<file path="config.mk">
export PLATFORM = sky130hd
export DESIGN_NAME = lls_ctrl
export DESIGN_NICKNAME = d
export VERILOG_FILES = /design/src/lls_pkg.sv /design/src/lls_ctrl.sv /design/src/lls_sync.sv /design/src/lls_spi.sv
export VERILOG_INCLUDE_DIRS = /design/src
export SDC_FILE = /design/constraint.sdc
export NUM_CORES = 1
export LEC_CHECK = 0
export BUFFER_PORTS_ARGS = -buffer_cell sky130_fd_sc_hd__buf_4
export CAP_MARGIN = 20
export CORE_AREA = 2 2 151 153
export DETAILED_ROUTE_END_ITERATION = 6
export DIE_AREA = 0 0 153 155
export PLACE_DENSITY = 0.47
export SLEW_MARGIN = 25
export SYNTH_ARGS = -nofsm -noshare
export SYNTH_HDL_FRONTEND = slang
export SYNTH_SLANG_ARGS = --single-unit
</file>
<file path="constraint.sdc">
create_clock -name clk -period 2.3 [get_ports clk]
set_input_delay 0.345 -clock clk [delete_from_list [all_inputs] [get_ports clk]]
set_output_delay 0.345 -clock clk [all_outputs]
set_load 0.05 [all_outputs]
</file>
<file path="src/lls_regs.svh">
// Purpose: constants of the low side / link control block
// Assumes: 20 MHz core clock
// Notes:   offsets, fields, reset values and timing counts
//
// Function
// RQ1 - low side overtemp: drivers off, source latched
// RQ2 - low side mask set: latched event asserts irq
// RQ3 - re-enable needs control write and overtemp gone
// RQ4 - overvoltage shutdown when enabled; write re-enables
// RQ5 - low side drivers off in sleep, stop
// RQ6 - slew field drives slope; reset selects 20k
// RQ7 - undervoltage gate disable defaults zero
// RQ8 - undervoltage with recessive input: transmitter off, rx high
// RQ9 - no undervoltage gating while input dominant
// RQ10 - link overtemp: transmitter off, flag set
// RQ11 - overtemp recovery when gone and input high
// RQ12 - link mask set: link flag events raise irq
// RQ13 - receive short while sending: flag, transmitter off
// RQ14 - short recovery on rx toggle; read clears
// RQ15 - input low over one second: stuck flag, off
// RQ16 - stuck recovery on input high; read clears
// RQ17 - receive only blocks transmitter; errors set it
// RQ18 - stop with receive only: no wake, rx follows
// RQ19 - stop: long dominant then rise gives wake source
// RQ20 - sleep: long dominant then rise gives reset
// RQ21 - byte frame: address, control; summary, status
// RQ22 - shift on rising, sample falling; cs fall snapshots
// RQ23 - valid only with exactly eight sampling edges
// RQ24 - cs rise writes register; miso released
// RQ25 - summary bit set when its register nonzero
// RQ26 - irq only normal, stop; masked sets nothing
// RQ27 - wrong edge count frame is dropped
// RQ28 - most significant bit first, address first
`ifndef LLS_REGS_SVH
`define LLS_REGS_SVH
`define LLS_CLK_HZ       20000000
`define LLS_WAKE_US      100
`define LLS_WAKE_W       12
`define LLS_STUCK_W      25
`define LLS_NSYNC        21
`define LLS_SPI_BITS     4'h8
`define LLS_SPI_ADDR_AT  4'h3
`define LLS_PG_VOLT      3'h0
`define LLS_PG_LINK      3'h2
`define LLS_PG_LOW       3'h4
`define LLS_PG_MASK      3'h7
`define LLS_B_OVERVOLTAGE_SHUTDOWN_ENABLE       3
`define LLS_B_UGD        3
`define LLS_B_RXO        2
`define LLS_B_LSM        2
`define LLS_B_LINK_IRQ_MASK       1
`define LLS_S_LINK       0
`define LLS_S_LOW        1
`define LLS_S_WAKE       2
`define LLS_OVERVOLTAGE_SHUTDOWN_ENABLE_RST     1'h1
`define LLS_SLEW_RST     2'h0
`endif

</file>
<file path="src/lls_pkg.sv">
// Purpose: shared types of the low side / link control block
// Assumes: nothing
// Notes:   gray coded mode along normal, stop, sleep
package lls_pkg;
	typedef enum logic [1:0] {
		lls_m_normal = 2'b00,
		lls_m_stop   = 2'b01,
		lls_m_sleep  = 2'b11
	} lls_mode_t;
endpackage

</file>
<file path="src/lls_ctrl.sv">
// Purpose: low side protection, link transceiver control, frame port
// Assumes: analog detectors deliver levels; bus 0 = dominant
// Notes:   all pin inputs pass the three stage synchroniser
`timescale 1ns/1ps
`default_nettype none
`include "lls_regs.svh"
module lls_ctrl #(
	parameter int STUCK_MS = 1000
) (
	input  wire logic       clk,
	input  wire logic       arst_n,
	input  wire logic       sclk,
	input  wire logic       cs_n,
	input  wire logic       mosi,
	input  wire logic       txd,
	input  wire logic       lin_rx,
	input  wire logic       rxd_fb,
	input  wire logic       rxd_short,
	input  wire logic       ls_ot,
	input  wire logic       lin_ot,
	input  wire logic       vsup_ov,
	input  wire logic       vsup_uv,
	input  wire logic       vdd_ot,
	input  wire logic       pwmin,
	input  wire logic [3:0] hs_status,
	input  wire logic [3:0] ls_status,
	output logic            miso,
	output logic            miso_oe,
	output logic            irq_n,
	output logic            rxd,
	output logic            lin_dom,
	output logic [1:0]      ls_drv,
	output logic [1:0]      slew_select,
	output logic            wake_rst
);
	import lls_pkg::*;

	// =============================================
	// timing
	localparam int STUCK_CYC = STUCK_MS * (`LLS_CLK_HZ / 1000);
	localparam logic [`LLS_STUCK_W-1:0] STUCK_N = `LLS_STUCK_W'(STUCK_CYC);
	localparam int WAKE_CYC = `LLS_WAKE_US * (`LLS_CLK_HZ / 1000000);
	localparam logic [`LLS_WAKE_W-1:0] WAKE_N = `LLS_WAKE_W'(WAKE_CYC);

	function automatic logic page_hit(input logic [3:0] a, input logic [2:0] p);
		page_hit = (a[3:1] == p);
	endfunction

	// =============================================
	// input synchronisers
	// polarities chosen so txd, lin_rx and cs_n idle low at reset
	logic [`LLS_NSYNC-1:0] raw;
	logic [`LLS_NSYNC-1:0] syn;
	assign raw = {ls_status, hs_status, vdd_ot, pwmin, rxd_short,
		vsup_uv, vsup_ov, lin_ot, ls_ot, rxd_fb, ~lin_rx, ~txd,
		mosi, ~cs_n, sclk};

	lls_sync #(
		.W (`LLS_NSYNC)
	) u_sync (
		.clk    (clk),
		.arst_n (arst_n),
		.d      (raw),
		.q      (syn)
	);

	wire       sclk_s   = syn[0];
	wire       cs_s     = syn[1];
	wire       mosi_s   = syn[2];
	wire       txd_dom  = syn[3];
	wire       bus_dom  = syn[4];
	wire       fb_s     = syn[5];
	wire       ls_ot_s  = syn[6];
	wire       lin_ot_s = syn[7];
	wire       ov_s     = syn[8];
	wire       uv_s     = syn[9];
	wire       short_s  = syn[10];
	wire       pwm_s    = syn[11];
	wire       vdd_ot_s = syn[12];
	wire [3:0] hs_s     = syn[16:13];
	wire [3:0] ls_s     = syn[20:17];

	// =============================================
	// registers
	lls_mode_t mode_reg;
	lls_mode_t mode_next;
	logic       overvoltage_shutdown_enable_reg;
	logic [3:0] low_side_control_reg;
	logic       low_side_shut_reg;
	logic       undervoltage_gate_disable_reg;
	logic       receive_only_bit_reg;
	logic [1:0] slew_select_reg;
	logic       link_overtemp_flag_reg;
	logic       receive_short_flag_reg;
	logic       transmit_stuck_flag_reg;
	logic       ot_shut_reg;
	logic       rs_shut_reg;
	logic       st_shut_reg;
	logic [`LLS_STUCK_W-1:0] stuck_cnt_reg;
	logic [`LLS_WAKE_W-1:0]  wake_cnt_reg;
	logic       wake_armed_reg;
	logic       bus_dom_reg;
	logic       fb_reg;
	logic [3:0] interrupt_mask_reg;
	logic [3:0] interrupt_source_reg;
	logic       power_loss_flag_reg;
	logic       irq_n_reg;
	logic       rxd_reg;
	logic       lin_dom_reg;
	logic [1:0] ls_drv_reg;
	logic       wake_rst_reg;

	// =============================================
	// frame port
	logic       f_done;
	logic [3:0] f_addr;
	logic [3:0] f_data;
	logic [3:0] vstat;
	logic [3:0] link_status_reg;
	logic [3:0] summary;

	assign vstat = {ov_s, uv_s, vdd_ot_s, power_loss_flag_reg};
	assign link_status_reg = {receive_short_flag_reg,
		transmit_stuck_flag_reg, link_overtemp_flag_reg, 1'b0};
	assign summary = {|vstat, |link_status_reg, |hs_s, |ls_s}; // RQ25

	lls_spi u_spi (
		.clk     (clk),
		.arst_n  (arst_n),
		.sclk_s  (sclk_s),
		.cs_s    (cs_s),
		.mosi_s  (mosi_s),
		.summary (summary),
		.pages   ({interrupt_source_reg, 8'h00, ls_s, hs_s,
			link_status_reg, 4'h0, vstat}),
		.miso    (miso),
		.miso_oe (miso_oe),
		.done    (f_done),
		.addr    (f_addr),
		.data    (f_data)
	);

	// writes land only on even addresses; any access reads
	wire acc_volt = f_done & page_hit(f_addr, `LLS_PG_VOLT);
	wire acc_link = f_done & page_hit(f_addr, `LLS_PG_LINK);
	wire acc_src  = f_done & page_hit(f_addr, `LLS_PG_MASK);
	wire wr_mode  = acc_volt & ~f_addr[0]; // RQ24
	wire wr_link  = acc_link & ~f_addr[0];
	wire wr_mask  = acc_src & ~f_addr[0];
	wire wr_low   = f_done & ~f_addr[0]
		& page_hit(f_addr, `LLS_PG_LOW);

	// =============================================
	// mode
	wire is_normal = (mode_reg == lls_m_normal);
	wire is_stop   = (mode_reg == lls_m_stop);
	wire is_sleep  = (mode_reg == lls_m_sleep);
	wire irq_mode  = is_normal | is_stop; // RQ26

	// =============================================
	// wake detection
	// a bus glitch shorter than the filter restarts the count
	wire wake_on = is_sleep | (is_stop & ~receive_only_bit_reg); // RQ18
	wire bus_rise = bus_dom_reg & ~bus_dom;
	wire wake_ev = wake_on & wake_armed_reg & bus_rise; // RQ19 RQ20

	always_ff @(posedge clk or negedge arst_n) begin
		if (!arst_n) begin
			wake_cnt_reg   <= '0;
			wake_armed_reg <= 1'b0;
			bus_dom_reg    <= 1'b0;
		end else begin
			bus_dom_reg <= bus_dom;
			if (!bus_dom || !wake_on) begin
				wake_cnt_reg   <= '0;
				wake_armed_reg <= 1'b0;
			end else if (wake_cnt_reg != WAKE_N) begin
				wake_cnt_reg <= wake_cnt_reg + 1'b1;
			end else begin
				wake_armed_reg <= 1'b1;
			end
		end
	end

	always_comb begin
		mode_next = mode_reg;
		if (wake_ev)
			mode_next = lls_m_normal;
		else if (wr_mode) begin
			unique case (f_data[1:0])
				2'b01: mode_next = lls_m_stop;
				2'b10: mode_next = lls_m_sleep;
				default: mode_next = lls_m_normal;
			endcase
		end
	end

	// =============================================
	// low side drivers
	wire hv_cond  = overvoltage_shutdown_enable_reg & ov_s; // RQ4
	wire ls_cond  = ls_ot_s | hv_cond;
	wire ls_shut_next = ls_cond |
		(low_side_shut_reg & ~wr_low); // RQ1 RQ3 RQ4
	wire [1:0] ls_drv_next;

	genvar gi;
	generate
		for (gi = 0; gi < 2; gi++) begin : g_ls
			assign ls_drv_next[gi] = low_side_control_reg[gi]
				& (~low_side_control_reg[gi+2] | pwm_s)
				& is_normal & ~low_side_shut_reg; // RQ5 RQ1
		end
	endgenerate

	// =============================================
	// link transmitter protection
	wire stuck_hit = txd_dom & (stuck_cnt_reg == STUCK_N); // RQ15
	wire ot_ev = lin_ot_s & ~link_overtemp_flag_reg; // RQ10
	// shutdown even while an earlier short is still unread
	wire rs_hit = short_s & lin_dom_reg;
	wire rs_ev = rs_hit & ~receive_short_flag_reg; // RQ13
	wire st_ev = stuck_hit & ~transmit_stuck_flag_reg;
	wire link_err = ot_ev | rs_ev | st_ev;
	wire fb_toggle = fb_s ^ fb_reg;
	// gate only while recessive so a running dominant bit ends
	wire uv_gate = ~undervoltage_gate_disable_reg & uv_s
		& ~txd_dom; // RQ8 RQ9
	wire tx_en = is_normal & ~receive_only_bit_reg & ~ot_shut_reg
		& ~rs_shut_reg & ~st_shut_reg & ~uv_gate; // RQ17
	wire rx_follow = is_normal | (is_stop & receive_only_bit_reg); // RQ18

	wire ot_shut_next = lin_ot_s |
		(ot_shut_reg & txd_dom); // RQ10 RQ11
	wire rs_shut_next = rs_hit |
		(rs_shut_reg & ~(fb_toggle & ~txd_dom)); // RQ13 RQ14
	wire st_shut_next = stuck_hit |
		(st_shut_reg & txd_dom); // RQ15 RQ16

	wire ot_flag_next = lin_ot_s |
		(link_overtemp_flag_reg & ~acc_link);
	wire rs_flag_next = rs_ev |
		(receive_short_flag_reg & ~(acc_link & ~short_s)); // RQ14
	wire st_flag_next = stuck_hit |
		(transmit_stuck_flag_reg & ~(acc_link & ~txd_dom)); // RQ16

	wire rxo_next = link_err | (wr_link ? f_data[`LLS_B_RXO]
		: receive_only_bit_reg); // RQ17

	// =============================================
	// interrupt sources
	// masked events never reach the source bits
	wire [3:0] src_set;
	assign src_set[`LLS_S_LINK] = link_err & irq_mode
		& interrupt_mask_reg[`LLS_B_LINK_IRQ_MASK]; // RQ12 RQ26
	assign src_set[`LLS_S_LOW] = ls_ot_s & irq_mode
		& interrupt_mask_reg[`LLS_B_LSM]; // RQ1 RQ2 RQ26
	assign src_set[`LLS_S_WAKE] = wake_ev; // RQ19 RQ20
	assign src_set[3] = 1'b0;
	wire [3:0] src_next = src_set |
		(interrupt_source_reg & ~{4{acc_src}});

	// =============================================
	// state update
	always_ff @(posedge clk or negedge arst_n) begin
		if (!arst_n) begin
			mode_reg                        <= lls_m_normal;
			overvoltage_shutdown_enable_reg <= `LLS_OVERVOLTAGE_SHUTDOWN_ENABLE_RST;
			low_side_control_reg            <= 4'h0;
			low_side_shut_reg               <= 1'b0;
			undervoltage_gate_disable_reg   <= 1'b0; // RQ7
			receive_only_bit_reg            <= 1'b0;
			slew_select_reg                 <= `LLS_SLEW_RST; // RQ6
			interrupt_mask_reg              <= 4'h0;
			power_loss_flag_reg             <= 1'b1;
		end else begin
			mode_reg             <= mode_next;
			low_side_shut_reg    <= ls_shut_next;
			receive_only_bit_reg <= rxo_next;
			power_loss_flag_reg  <= power_loss_flag_reg & ~acc_volt;
			if (wr_mode)
				overvoltage_shutdown_enable_reg <= f_data[`LLS_B_OVERVOLTAGE_SHUTDOWN_ENABLE];
			if (wr_low)
				low_side_control_reg <= f_data; // RQ3
			if (wr_mask)
				interrupt_mask_reg <= f_data;
			if (wr_link) begin
				undervoltage_gate_disable_reg <= f_data[`LLS_B_UGD]; // RQ7
				slew_select_reg <= f_data[1:0]; // RQ6
			end
		end
	end

	always_ff @(posedge clk or negedge arst_n) begin
		if (!arst_n) begin
			link_overtemp_flag_reg  <= 1'b0;
			receive_short_flag_reg  <= 1'b0;
			transmit_stuck_flag_reg <= 1'b0;
			ot_shut_reg             <= 1'b0;
			rs_shut_reg             <= 1'b0;
			st_shut_reg             <= 1'b0;
			fb_reg                  <= 1'b0;
			interrupt_source_reg    <= 4'h0;
		end else begin
			link_overtemp_flag_reg  <= ot_flag_next;
			receive_short_flag_reg  <= rs_flag_next;
			transmit_stuck_flag_reg <= st_flag_next;
			ot_shut_reg             <= ot_shut_next;
			rs_shut_reg             <= rs_shut_next;
			st_shut_reg             <= st_shut_next;
			fb_reg                  <= fb_s;
			interrupt_source_reg    <= src_next;
		end
	end

	// saturating so a stuck input flags once and stays flagged
	always_ff @(posedge clk or negedge arst_n) begin
		if (!arst_n)
			stuck_cnt_reg <= '0;
		else if (!txd_dom)
			stuck_cnt_reg <= '0;
		else if (stuck_cnt_reg != STUCK_N)
			stuck_cnt_reg <= stuck_cnt_reg + 1'b1; // RQ15
	end

	// =============================================
	// registered outputs
	always_ff @(posedge clk or negedge arst_n) begin
		if (!arst_n) begin
			irq_n_reg    <= 1'b1;
			rxd_reg      <= 1'b1;
			lin_dom_reg  <= 1'b0;
			ls_drv_reg   <= 2'h0;
			wake_rst_reg <= 1'b0;
		end else begin
			irq_n_reg    <= ~|src_next; // RQ2 RQ12
			rxd_reg      <= uv_gate | ~rx_follow | ~bus_dom; // RQ8 RQ18
			lin_dom_reg  <= tx_en & txd_dom; // RQ8 RQ10 RQ13 RQ17
			ls_drv_reg   <= ls_drv_next;
			wake_rst_reg <= wake_ev & is_sleep; // RQ20
		end
	end

	assign irq_n       = irq_n_reg;
	assign rxd         = rxd_reg;
	assign lin_dom     = lin_dom_reg;
	assign ls_drv      = ls_drv_reg;
	assign slew_select = slew_select_reg;
	assign wake_rst    = wake_rst_reg;
endmodule
`default_nettype wire

</file>
<file path="src/lls_sync.sv">
// Purpose: three stage input synchroniser
// Assumes: all inputs idle low at reset
// Notes:   output moves only when stages two and three agree
`timescale 1ns/1ps
`default_nettype none
module lls_sync #(
	parameter int W = 1
) (
	input  wire logic         clk,
	input  wire logic         arst_n,
	input  wire logic [W-1:0] d,
	output logic      [W-1:0] q
);
	logic [W-1:0] s1_reg;
	logic [W-1:0] s2_reg;
	logic [W-1:0] s3_reg;
	logic [W-1:0] q_reg;
	// per bit agreement filters a single late sample
	wire  [W-1:0] agree = ~(s2_reg ^ s3_reg);
	wire  [W-1:0] q_next = (agree & s3_reg) | (~agree & q_reg);
	always_ff @(posedge clk or negedge arst_n) begin
		if (!arst_n) begin
			s1_reg <= '0;
			s2_reg <= '0;
			s3_reg <= '0;
			q_reg  <= '0;
		end else begin
			s1_reg <= d;
			s2_reg <= s1_reg;
			s3_reg <= s2_reg;
			q_reg  <= q_next;
		end
	end
	assign q = q_reg;
endmodule
`default_nettype wire

</file>
<file path="src/lls_spi.sv">
// Purpose: byte frame slave timed by the sampled serial clock
// Assumes: sclk idles low, inputs already synchronised
// Notes:   done pulses one cycle after cs rise on a good frame
`timescale 1ns/1ps
`default_nettype none
`include "lls_regs.svh"
module lls_spi (
	input  wire logic        clk,
	input  wire logic        arst_n,
	input  wire logic        sclk_s,
	input  wire logic        cs_s,
	input  wire logic        mosi_s,
	input  wire logic [3:0]  summary,
	input  wire logic [31:0] pages,
	output logic             miso,
	output logic             miso_oe,
	output logic             done,
	output logic [3:0]       addr,
	output logic [3:0]       data
);
	logic [1:0]  sclk_reg;
	logic        cs_reg;
	logic [3:0]  cnt_reg;
	logic [7:0]  rx_reg;
	logic [3:0]  a_reg;
	logic [35:0] snap_reg;
	logic        miso_reg;
	logic        oe_reg;
	logic        done_reg;
	wire         cs_fall = cs_s & ~cs_reg;
	wire         cs_rise = ~cs_s & cs_reg;
	wire         s_rise = cs_s & ~sclk_reg[1] & sclk_reg[0];
	wire         s_fall = cs_s & sclk_reg[1] & ~sclk_reg[0];
	wire [3:0]   nib = snap_reg[{a_reg[3:1], 2'h0} +: 4];
	wire [7:0]   obyte = {snap_reg[35:32], nib};
	wire [2:0]   bitx = 3'(4'h7 - cnt_reg);
	always_ff @(posedge clk or negedge arst_n) begin
		if (!arst_n) begin
			sclk_reg <= 2'h0;
			cs_reg   <= 1'b0;
			cnt_reg  <= 4'h0;
			rx_reg   <= 8'h00;
			a_reg    <= 4'h0;
			snap_reg <= 36'h0;
			miso_reg <= 1'b0;
			oe_reg   <= 1'b0;
			done_reg <= 1'b0;
		end else begin
			sclk_reg <= {sclk_reg[0], sclk_s};
			cs_reg   <= cs_s;
			done_reg <= cs_rise & (cnt_reg == `LLS_SPI_BITS); // RQ23 RQ27
			if (cs_fall) begin
				snap_reg <= {summary, pages}; // RQ22
				cnt_reg  <= 4'h0;
				oe_reg   <= 1'b1;
				miso_reg <= summary[3];
			end else if (cs_rise) begin
				oe_reg <= 1'b0; // RQ24
			end else if (s_fall) begin
				rx_reg <= {rx_reg[6:0], mosi_s}; // RQ28
				if (cnt_reg != 4'hf)
					cnt_reg <= cnt_reg + 4'h1;
				if (cnt_reg == `LLS_SPI_ADDR_AT)
					a_reg <= {rx_reg[2:0], mosi_s};
			end else if (s_rise && cnt_reg != 4'h0 && cnt_reg < `LLS_SPI_BITS) begin
				miso_reg <= obyte[bitx]; // RQ21 RQ22
			end
		end
	end
	assign miso    = miso_reg;
	assign miso_oe = oe_reg;
	assign done    = done_reg;
	assign addr    = rx_reg[7:4];
	assign data    = rx_reg[3:0];
endmodule
`default_nettype wire

</file>
**Word level (Yosys, flattened, before mapping)**

Index checks and enable logic that the tools add are counted.
W data, S select, Z words.

- Register bits: 201
- Input bits: 23

- Mux-type cells: 22
- $lt $le $gt $ge: 2
- Equality and inequality tests: 17
- Bitwise gates (word level): 116
- Reduce and logical (&&, ||, !) cells: 24
- Shift-type cells: 1
- $add $sub $neg: 4

Operators with widths:

| kind | number |
|---|---|
| $and A1 B1 Y1 | 56 |
| $mux W25 | 2 |
| $and A21 B21 Y21 | 2 |
| $not A21 Y21 | 2 |
| $shiftx A36 B6 Y4 | 1 |
| $not A1 Y1 | 32 |
| $add A25 B1 Y25 const B | 1 |
| $eq A25 B25 Y1 const B | 1 |
| $ne A25 B25 Y1 const B | 1 |
| $mux W12 | 2 |
| $or A21 B21 Y21 | 1 |
| $xor A21 B21 Y21 | 1 |
| $or A1 B1 Y1 | 18 |
| $mux W4 | 4 |
| $reduce_or A4 Y1 | 4 |
| $add A12 B1 Y12 const B | 1 |
| $ne A12 B11 Y1 const B | 1 |
| $reduce_bool A2 Y1 | 6 |
| $mux W1 | 10 |
| $reduce_and A3 Y1 | 3 |
| $eq A3 B3 Y1 const B | 2 |
| $add A4 B1 Y4 const B | 1 |
| $and A4 B4 Y4 | 1 |
| $eq A2 B1 Y1 const B | 2 |
| 24 further kinds | 31 |

**Logic depth before layout (Yosys ltp)**

Gate-level depths: netlist of run 1.

- Word-level depth: 9
- Mapped depth: 8
- Mapped depth without buffers: 7

**Cells and area by module**

From an unflattened synthesis of run 1, not the netlist that was laid out.

- Cells, all modules: 603
- Area, all modules: 8,341.8 µm²

By module, submodules not included:

| module | times used | cells an instance | area an instance (µm²) |
|---|---|---|---|
| lls_ctrl | 1 | 328 | 3,405.8 |
| lls_spi | 1 | 170 | 2,597.5 |
| lls_sync | 1 | 105 | 2,338.5 |

**Worst setup path before layout of run 1**

OpenSTA, ideal clock, no wires.

- Path kind: register to register
- From: register (tool-made name)
- To: register u_spi.a_reg[2]
- Setup time: 0.128 ns
- Path buffers: 0
- Setup slack: 0.256 ns
- Arrival: 1.916 ns
- Stages on the path, launching flop included: 5
- Cells stage by stage: dfrtp_1 -> ha_1 -> nand4b_2 -> or4b_1 -> mux2_1

RTL lines:

| item | RTL line | text |
|---|---|---|
| end signal, assigned | lls_spi.sv:64 | `a_reg <= {rx_reg[2:0], mosi_s};` |
| end, declared | lls_spi.sv:25 | `logic [3:0] a_reg;` |

==> results of run 1 <==
-- synthesized netlist by cell type (2+ instances only) --
cell	n	area, µm²
dfrtp_1	195	4880
nor2_1	59	221
mux2_2	37	417
nand2_1	31	116
nand3_1	25	125
inv_1	22	82.6
maj3_1	21	210
xnor2_1	19	166
a21oi_1	15	75.1
xor2_1	15	131
o21ai_0	14	70.1
nor4_1	13	81.3
ha_1	10	125
mux2i_1	10	100
clkbuf_1	9	33.8
nand4_1	8	50.1
nor3_1	8	40.0
and4_1	4	35.0
dfstp_2	4	105
nand2b_1	4	25.0
o21ai_1	4	20.0
a21o_1	3	22.5
buf_2	3	15.0
nand3b_1	3	22.5
nor4bb_1	3	30.0
o221ai_1	3	26.3
or3_1	3	18.8
or4_1	3	22.5
and2_1	2	12.5
and3_1	2	12.5
inv_2	2	7.51
mux2_1	2	22.5
nand4b_1	2	17.5
nor2b_1	2	12.5
nor4b_1	2	17.5
o311ai_0	2	17.5
-- worst max path at each step --
stage                                 endpoint  cells after the start
floorplan           u_spi.a_reg[2]$_DFFE_PN0P_                      4
global placement    u_spi.a_reg[2]$_DFFE_PN0P_                      4
detailed placement  u_spi.a_reg[2]$_DFFE_PN0P_                      4
CTS                 u_spi.a_reg[2]$_DFFE_PN0P_                      4
global route            u_spi.miso$_DFFE_PN0P_                      6
finish              u_spi.a_reg[2]$_DFFE_PN0P_                      4
-- cell type report --
class | count | share of cell area, %
clock buffers | 19 | 5.06
clock inverters | 12 | 2.22
inverters | 24 | 1.01
multi-input cells | 349 | 27.5
flip-flops and latches | 199 | 55.6
well taps | 285 | 3.98
repair buffers | 49 | 4.65
-- where the power goes --
part           total (mW)  internal (mW)  switching [mW]
combinational       0.756          0.353           0.402
sequential           4.07           3.79           0.281
clock                3.26           1.99            1.28
total                8.09           6.12            1.96
-- per-layer routing --
layer	wire (µm)	track usage (%)	vias up
li1	-	-	2155
met1	6670	16.6	2242
met2	6360	19.7	57
met3	383	3.29	10
met4	158	3.40	0
met5	0	0	-
-- stage by stage --
stage               setup slack [ps]  area, µm²  instances  hold WS [ps]  utilization [%]
finish                           307       8960        937          24.5             40.3
CTS                              299       8900        931          2.94             40.0
global route                     196       8960        937         0.490             40.3
floorplan                        256       7590        585          49.4                -
detailed placement               314       8240        899           335             37.1
global placement                 369       8240        899           333             37.1
-- timing repair --
action	in CTS	in global routing
resized for setup	0	0
hold buffers	1	6
endpoints found under the hold margin	48	6
buffers inserted	0	0
-- cell families after synthesis --
family          count (synthesis)
compound gates                 55
xor+xnor                       34
fa+ha+maj                      31
buf+inv                        37
flops                         199
mux                            49
simple gates                  180
==> run summary, run 1 <==
Status: finished, final reports clean
Power Dens Cells: 902 nW/µm²
Mean area per synthesized cell: 13.0 µm²
Initial Util: 34.1%
Worst path max stage delay: 600 ps
Mux cell area share after synthesis: 7.11%
Arrival time worst endpoint: 2300 ps
All-layer global routing usage: 12.3%
Antenna violations before repair: 0
Crit Path Max Fanout: 7
Critical Path Sink Type: flip-flop
Via density: 4.76
CP startpoint kind: flip-flop
# IOs: 33
Initial drt markers: 178
Flops & latches, synth: 199
Main synth FF type: dfrtp_1
Crit path buffers/inverters: 0
Worst R2R Setup Slack: 310 ps
Clk root buf: clkbuf_16
# setup viols final: 0
CTS Buf Count: 17
Area of the multi-input gates: 2460 µm²
CTS H-Tree Depth: 4
RSZ-0062 raised after global routing: false
Critical R2R Capture: u_spi.a_reg[2]$_DFFE_PN0P_
Final WL: 13,600 µm
Largest net degree at the start of global routing: 63
Relative slew slack: 59.3%
Family with the most delay on the worst path: simple AND/OR/NAND/NOR gates
FMAX: 0.502 GHz
Synthesized area: 7590 µm²
Largest family of logic cells by synthesized area: simple AND/OR/NAND/NOR gates
Count of distinct cell types in the synthesized netlist: 57
I/O Buffers: 32
Post-synth EDFFs: 0
Mapped Cells: 585
Number of fill cells in the layout: 2,108
Global-route wire length before repair: 23,600 µm
Die Ht: 155 µm
Worst VDD drop: 0.457 mV
Final worst clock skew: 8.99 ps
Worst slew pin tran: 604 ps
CTS tree: yes
Layout cells sized above 1: 18.4%
Worst Hold Launch: ls_ot
Grt total ovfl: 0
Req. time, crit path: 2600 ps
Via Count: 4,464
NumNets Final: 673
Worst path slowest cell: or4b_1
Synth Net Count: 618
Vias in the first global route: 4,598
DR WL/cell: 14.5 µm
Final Hold Fails: 0
R2R cell count: 4
Reg area: 4980 µm²
Hold endpoint: u_sync.s1_reg[6]$_DFF_PN0_
Post-route setup TNS: 0 ps
DRC viols: 0
Period minus WS final: 1990 ps
Leak: 3.83 nW
Simple-Gate Fraction of Synth Area: 12.2%
Max Slew Vio Count: 0
FFs w/ async S/R, synth: 100%
Die area: 23,700 µm²
Most frequent cells in the layout: dfrtp_1 (195), nor2_1 (59), buf_4 (39)
Xor and xnor area share after synthesis: 3.92%
Yosys warns: 0
Final period util: 86.6%
Synth Area in Adders: 4.42%
Hold Path Depth: 1
Type of the tightest min-delay check: in2reg
Most common cell after layout, fill and taps aside: dfrtp_1
CTS sink count: 199
HPWL Detailed: 9230 µm
GPL Wtd Cong: 0.813
CTS max path bufs: 2
Reg clk slew, reported paths: 70 ps
Worst-path cell chain: ha_1, nand4b_2, or4b_1, mux2_1
Die Wd: 153 µm
Core area: 22,200 µm²
Compound-Gate Fraction of Synth Area: 4.82%
ANT nets after route: 0
Post-synthesis sequential area ratio: 65.7%
Drt pass-1 iters: 4
Row count: 55
Max cap viols: 0
Worst-Skew Late Latency: 420 ps
Synth-to-Final Area Change: 18.1%
Crit Path Class: reg2reg
N_diodes: 0
Final Power: 8.09 mW
Power figures use the tool's default switching activity.
==> run 2, diff against run 1 <==
BUFFER_PORTS_ARGS = unset   (was -buffer_cell sky130_fd_sc_hd__buf_4)
CORE_AREA = 2 2 133 135   (was 2 2 151 153)
DIE_AREA = 0 0 135 137   (was 0 0 153 155)
DONT_BUFFER_PORTS = 1   (was unset)
PLACE_DENSITY = 0.58   (was 0.47)
clock period = 1.6 ns   (was 2.3 ns; I/O delays follow)
==> run 2 against run 1 <==
Net effect: the run now ends with hold timing, setup timing left; clock power is 31% higher; clock skew grew 1.1 ps; wire length rose by 5.6%; power is 42% higher; hold slack worse by 530 ps; die area fell by 22%; largest power group unchanged; highest routed layer unchanged.
==> run summary, run 2 (synthesis results as in run 1) <==
Status: finished with violations (was finished, final reports clean)
Failing checks: hold timing, setup timing
Crit Path Class: reg2reg (unchanged)
NetSw: 3.05 mW (was 1.96 mW)
CTS max path bufs: 2 (unchanged)
Cell Int Power: 8.42 mW (was 6.12 mW)
Clock Power Share: 37.1% (was 40.4%)
DR WL/cell: 15.4 µm (was 14.5 µm)
Gate power share: 11.5% (was 9.3%)
# IOs: 33 (unchanged)
I/O Buffers: 0 (was 32)
Core area: 17,100 µm² (was 22,200 µm²)
CTS H-Tree Depth: 4 (unchanged)
Row count: 48 (was 55)
N_diodes: 0 (unchanged)
Grt total ovfl: 0 (unchanged)
Layout cells sized above 1: 29.7% (was 18.4%)
Reg clk slew, reported paths: 80 ps (was 70 ps)
Die Wd: 135 µm (was 153 µm)
Req. time, crit path: 1970 ps (was 2600 ps)
DRC viols: 0 (unchanged)
# hold bufs at CTS: 21 (was 1)
Most common cell after layout, fill and taps aside: dfrtp_1 (unchanged)
Arrival time worst endpoint: 2200 ps (was 2300 ps)
CTS Buf Count: 17 (unchanged)
Crit Path Max Fanout: 3 (was 7)
Period minus WS final: 1830 ps (was 1990 ps)
Max Slew Vio Count: 0 (unchanged)
Final Hold Fails: 199 (was 0)
Via density: 5.07 (was 4.76)
Final period util: 114% (was 86.6%)
Final worst clock skew: 10.1 ps (was 8.99 ps)
Hold Slack: -503 ps (was 24.5 ps)
Final setup margin: -229 ps (was 307 ps)
Clk root buf: clkbuf_16 (unchanged)
Critical Path Sink Type: flip-flop (unchanged)
Max cap viols: 0 (unchanged)
Worst VDD drop: 0.835 mV (was 0.457 mV)
Vias in the first global route: 4,699 (was 4,598)
Number of fill cells in the layout: 1,426 (was 2,108)
HPWL Detailed: 9000 µm (was 9230 µm)
Leak: 4.19 nW (was 3.83 nW)
Die Ht: 137 µm (was 155 µm)
Initial drt markers: 214 (was 178)
Relative slew slack: 64.7% (was 59.3%)
Worst R2R Setup Slack: -230 ps (was 310 ps)
FMAX: 0.547 GHz (was 0.502 GHz)
Critical R2R Capture: interrupt_source_reg[0]$_DFF_PN0_ (was u_spi.a_reg[2]$_DFFE_PN0P_)
All-layer global routing usage: 16.2% (was 12.3%)
Type of the tightest min-delay check: in2async (was in2reg)
ANT nets after route: 0 (unchanged)
CTS tree: yes (unchanged)
Start of the worst register-to-register path: stuck_cnt_reg[19]$_DFFE_PN0P_
CTS sink count: 199 (unchanged)
GPL Wtd Cong: 0.848 (was 0.813)
Worst-Skew Late Latency: 430 ps (was 420 ps)
Final WL: 14,300 µm (was 13,600 µm)
Place WS: -242 ps (was 314 ps)
Initial Util: 44.5% (was 34.1%)
Sw frac: 26.6% (was 24.3%)
Worst slew pin tran: 529 ps (was 604 ps)
Antenna violations before repair: 0 (unchanged)
Reg power frac: 51.4% (was 50.3%)
# setup viols final: 15 (was 0)
Die area: 18,500 µm² (was 23,700 µm²)
R2R cell count: 4 (unchanged)
NumNets Final: 728 (was 673)
Via Count: 4,732 (was 4,464)
Synth-to-Final Area Change: 26.5% (was 18.1%)
Most frequent cells in the layout: dfrtp_1 (192), buf_4 (71), nor2_1 (55) (was dfrtp_1 (195), nor2_1 (59), buf_4 (39))
Power Dens Cells: 1190 nW/µm² (was 902 nW/µm²)
Drt pass-1 iters: 4 (unchanged)
Global-route wire length before repair: 23,400 µm (was 23,600 µm)
RSZ-0062 raised after global routing: true (was false)
Largest net degree at the start of global routing: 200 (was 63)
Final Power: 11.5 mW (was 8.09 mW)
CP startpoint kind: flip-flop (unchanged)
-- run 2: cell count changes in the layout (fill, tap and decap cells not counted), sizes merged --
| cell | before | now |
|---|---|---|
| dlygate4sd3 | 7 | 21 |
| inv | 25 | 32 |
| clkbuf | 20 | 18 |
| buf | 41 | 83 |
| bufinv | 5 | 1 |
| clkinv | 5 | 4 |
-- run 2: timing repair --
action / 4_1_cts / 5_1_grt
buffers inserted: 9 / 11
resized for setup: 23 / 52
endpoints found under the setup margin: 23 / 35
endpoints found under the hold margin: 220 / 199
pin swaps: 14 / 30
-- run 2: per-stage QoR --
stage	hold slack [ps]	std cells	cell area, µm²	util [%]	setup TNS, ps
finish	-503	933	9600	56.3	-2020
global route	-524	933	9600	56.3	-3390
CTS	-520	922	9290	54.5	-2060
detailed placement	-48.8	860	8330	48.8	-2460
global placement	-49.1	860	8330	48.8	-1600
floorplan	-55.6	585	7640	-	-1580
-- run 2: power by group through the flow --
stage	logic, mW	registers [mW]	clock network (mW)
6_report	1.32	5.89	4.26
3_3_place_gp	1.04	5.98	0
4_1_cts	1.23	5.90	4.38
2_1_floorplan	0.745	5.85	0
5_1_grt	1.45	5.96	4.58
3_5_place_dp	1.07	5.99	0
-- run 2: worst max path at each step --
stage	start	slack, ps	depth (start not counted)	endpoint
after CTS	stuck_cnt_reg[19]$_DFFE_PN0P_	-240	4	interrupt_source_reg[0]$_DFF_PN0_
after detailed placement	stuck_cnt_reg[19]$_DFFE_PN0P_	-240	4	interrupt_source_reg[0]$_DFF_PN0_
after global placement	stuck_cnt_reg[19]$_DFFE_PN0P_	-180	4	interrupt_source_reg[0]$_DFF_PN0_
after floorplan	flip-flop	-300	4	u_spi.a_reg[2]$_DFFE_PN0P_
after global routing	stuck_cnt_reg[19]$_DFFE_PN0P_	-290	4	interrupt_source_reg[0]$_DFF_PN0_
final	stuck_cnt_reg[19]$_DFFE_PN0P_	-230	4	interrupt_source_reg[0]$_DFF_PN0_
-- run 2: cell type report --
cell class / instances / area [µm²] / share of cell area [%]
Inverter: 24 / 92.6 / 0.964
Clock buffer: 18 / 429 / 4.47
Sequential cell: 199 / 4990 / 52.0
Timing Repair Buffer: 104 / 878 / 9.15
Multi-Input combinational cell: 349 / 2770 / 28.9
Clock inverter: 14 / 159 / 1.66
Tap cell: 225 / 282 / 2.93
-- run 2: layer usage --
| metal | global-route usage (%) | share of wire (%) |
|---|---|---|
| met4 | 5.67 | 0.75 |
| met1 | 20.9 | 46 |
| met3 | 3.96 | 3.2 |
| met2 | 26.8 | 50 |
| met5 | 0 | 0 |
-- run 2: critical path: stages, from the launching register on --
cell and delay, ps:
dfrtp_1 380, or4_1 510, or3_4 390, o41ai_4 270, a32o_1 210
==> run 3, diff against run 2 <==
CORE_AREA = 2 2 110 165   (was 2 2 133 135)
DIE_AREA = 0 0 112 167   (was 0 0 135 137)
==> run 3 against run 2 <==
Net effect: the run still ends with hold timing, setup timing left; clock power is essentially flat; non-clock buffer count grew 7; via count is 1.9% higher; fmax fell by 0.34%; cell count fell by 0.54%; first-iteration DRC count up 4.2%; flip-flop and latch count unchanged; hold slack lost 6.2 ps; sequential share of layout area decreased by 0.21 points; critical path type unchanged; highest routed layer unchanged.
==> run summary, run 3 (synthesis results as in run 1) <==
Status: finished with violations (unchanged)
Failing checks: hold timing, setup timing (unchanged)
Top cell by count, worst path: buf_4
Worst path slowest cell: dfrtp_1 (was or4_1)
Family with the most delay on the worst path: compound AO/OA/AOI/OAI gates (was simple AND/OR/NAND/NOR gates)
Number of fill cells in the layout: 1,433 (was 1,426)
# hold bufs at CTS: 21 (unchanged)
Initial drt markers: 223 (was 214)
Drt pass-1 iters: 4 (unchanged)
Die Wd: 112 µm (was 135 µm)
Crit Path Max Fanout: 3 (unchanged)
Relative slew slack: 66.4% (was 64.7%)
# IOs: 33 (unchanged)
Req. time, crit path: 1960 ps (was 1970 ps)
Final WL: 15,000 µm (was 14,300 µm)
Critical Path Sink Type: flip-flop (unchanged)
Final worst clock skew: 13.4 ps (was 10.1 ps)
Core area: 17,300 µm² (was 17,100 µm²)
Most common cell after layout, fill and taps aside: dfrtp_1 (unchanged)
DRC viols: 0 (unchanged)
Die Ht: 167 µm (was 137 µm)
Worst-Skew Late Latency: 440 ps (was 430 ps)
Most frequent cells in the layout: dfrtp_1 (191), buf_4 (77), nor2_1 (57) (was dfrtp_1 (192), buf_4 (71), nor2_1 (55))
Worst VDD drop: 0.806 mV (was 0.835 mV)
N_diodes: 0 (unchanged)
RSZ-0062 raised after global routing: true (unchanged)
Max cap viols: 0 (unchanged)
Arrival time worst endpoint: 2200 ps (about the same)
Layout cells sized above 1: 30.2% (was 29.7%)
Global-route wire length before repair: 25,600 µm (was 23,400 µm)
Clk root buf: clkbuf_16 (unchanged)
GPL Wtd Cong: 0.811 (was 0.848)
DR WL/cell: 16.1 µm (was 15.4 µm)
HPWL Detailed: 9670 µm (was 9000 µm)
I/O Buffers: 0 (unchanged)
Final Hold Fails: 199 (unchanged)
Crit path buffers/inverters: 2 (was 0)
Place WS: -339 ps (was -242 ps)
ANT nets after route: 0 (unchanged)
Worst-path cell chain: nor4bb_4, buf_4, nand4_1, buf_4, o41ai_4, a32o_1 (was or4_1, or3_4, o41ai_4, a32o_1)
NumNets Final: 735 (was 728)
Final setup margin: -235 ps (was -229 ps)
CTS H-Tree Depth: 4 (unchanged)
Type of the tightest min-delay check: in2async (unchanged)
CTS tree: yes (unchanged)
All-layer global routing usage: 17.2% (was 16.2%)
M2 GR Usage: 30.9% (was 26.8%)
Power Dens Cells: 1200 nW/µm² (was 1190 nW/µm²)
Worst slew pin tran: 504 ps (was 529 ps)
Met1 usage: 20.2% (was 20.9%)
Grt total ovfl: 0 (unchanged)
Gr busiest metal: met2 (unchanged)
CTS max path bufs: 2 (unchanged)
Period minus WS final: 1840 ps (was 1830 ps)
Hold Slack: -509 ps (was -503 ps)
# setup viols final: 14 (was 15)
Die area: 18,700 µm² (was 18,500 µm²)
Worst path max stage delay: 410 ps (was 510 ps)
Row count: 59 (was 48)
CTS sink count: 199 (unchanged)
Via density: 5.20 (was 5.07)
Crit Path Class: reg2reg (unchanged)
Final period util: 115% (was 114%)
Vias in the first global route: 5,128 (was 4,699)
FMAX: 0.545 GHz (was 0.547 GHz)
Synth-to-Final Area Change: 27.1% (was 26.5%)
Antenna violations before repair: 0 (unchanged)
Via Count: 4,821 (was 4,732)
Reg clk slew, reported paths: 80 ps (about the same)
Leak: 4.18 nW (was 4.19 nW)
Largest net degree at the start of global routing: 200 (unchanged)
CTS Buf Count: 17 (unchanged)
Max Slew Vio Count: 0 (unchanged)
Initial Util: 43.9% (was 44.5%)
GRT met3 Usage: 3.35% (was 3.96%)
CP startpoint kind: flip-flop (unchanged)
## run 3: changes by cell type in the layout (fill, tap and decap cells not counted), moves of 2 or more
cell / change
buf_4: +6
clkinv_8: +3
ha_2: -2
ha_4: +2
nand2_4: -2
nor2_1: +2
nor2_2: -2
## run 3: what timing repair did
item	in CTS	in global routing
resized for setup	47	29
pin swaps	24	25
setup buffers	10	10
gates cloned	1	0
hold endpoints to repair	220	199
endpoints found under the setup margin	25	38
## run 3: worst paths after layout
check / end / start / cells after the start / slack [ps]
setup / recovery: interrupt_source_reg[0]$_DFF_PN0_ / stuck_cnt_reg[15]$_DFFE_PN0P_ / 6 / -240
hold / removal: stuck_cnt_reg[6]$_DFFE_PN0P_ / arst_n / 0 / -510
setup reg to reg: interrupt_source_reg[0]$_DFF_PN0_ / stuck_cnt_reg[15]$_DFFE_PN0P_ / 6 / -240
hold reg to reg: u_sync.s2_reg[16]$_DFF_PN0_ / u_sync.s1_reg[16]$_DFF_PN0_ / 0 / 350
max in group asynchronous: u_spi.cnt_reg[0]$_DFFE_PN0P_ / arst_n / 0 / 1830
min in group clk: u_sync.s2_reg[16]$_DFF_PN0_ / u_sync.s1_reg[16]$_DFF_PN0_ / 0 / 350
## run 3: area by class of cell
class / count / area [µm²] / share of cell area, %
inverters: 24 / 92.6 / 0.960
clock buffers: 17 / 425 / 4.41
repair buffers: 111 / 935 / 9.69
well taps: 213 / 267 / 2.76
flip-flops and latches: 199 / 4990 / 51.8
clock inverters: 15 / 173 / 1.79
multi-input cells: 349 / 2760 / 28.6
## run 3: report_power, final
part | total, mW | switching, mW | internal (mW)
logic | 1.48 | 0.669 | 0.809
clock network | 4.27 | 2.15 | 2.12
registers | 5.86 | 0.419 | 5.44
## run 3: metal layers
metal  share of wire, %  wire length [µm]
met3                2.5               370
met2                 54              8120
met1                 41              6160
met5                  0                 0
met4                2.1               310
## run 3: per-stage QoR
stage                     power [mW]  area, µm²  setup TNS, ps  std cells  utilization [%]
after global routing            12.1       9640          -3250        928             55.8
after floorplan                 6.59       7640          -1580        585                -
after detailed placement        7.13       8380          -3400        857             48.5
after CTS                       11.7       9470          -2020        921             54.8
after global placement          7.08       8380          -2180        857             48.5
final                           11.6       9640          -1940        928             55.8
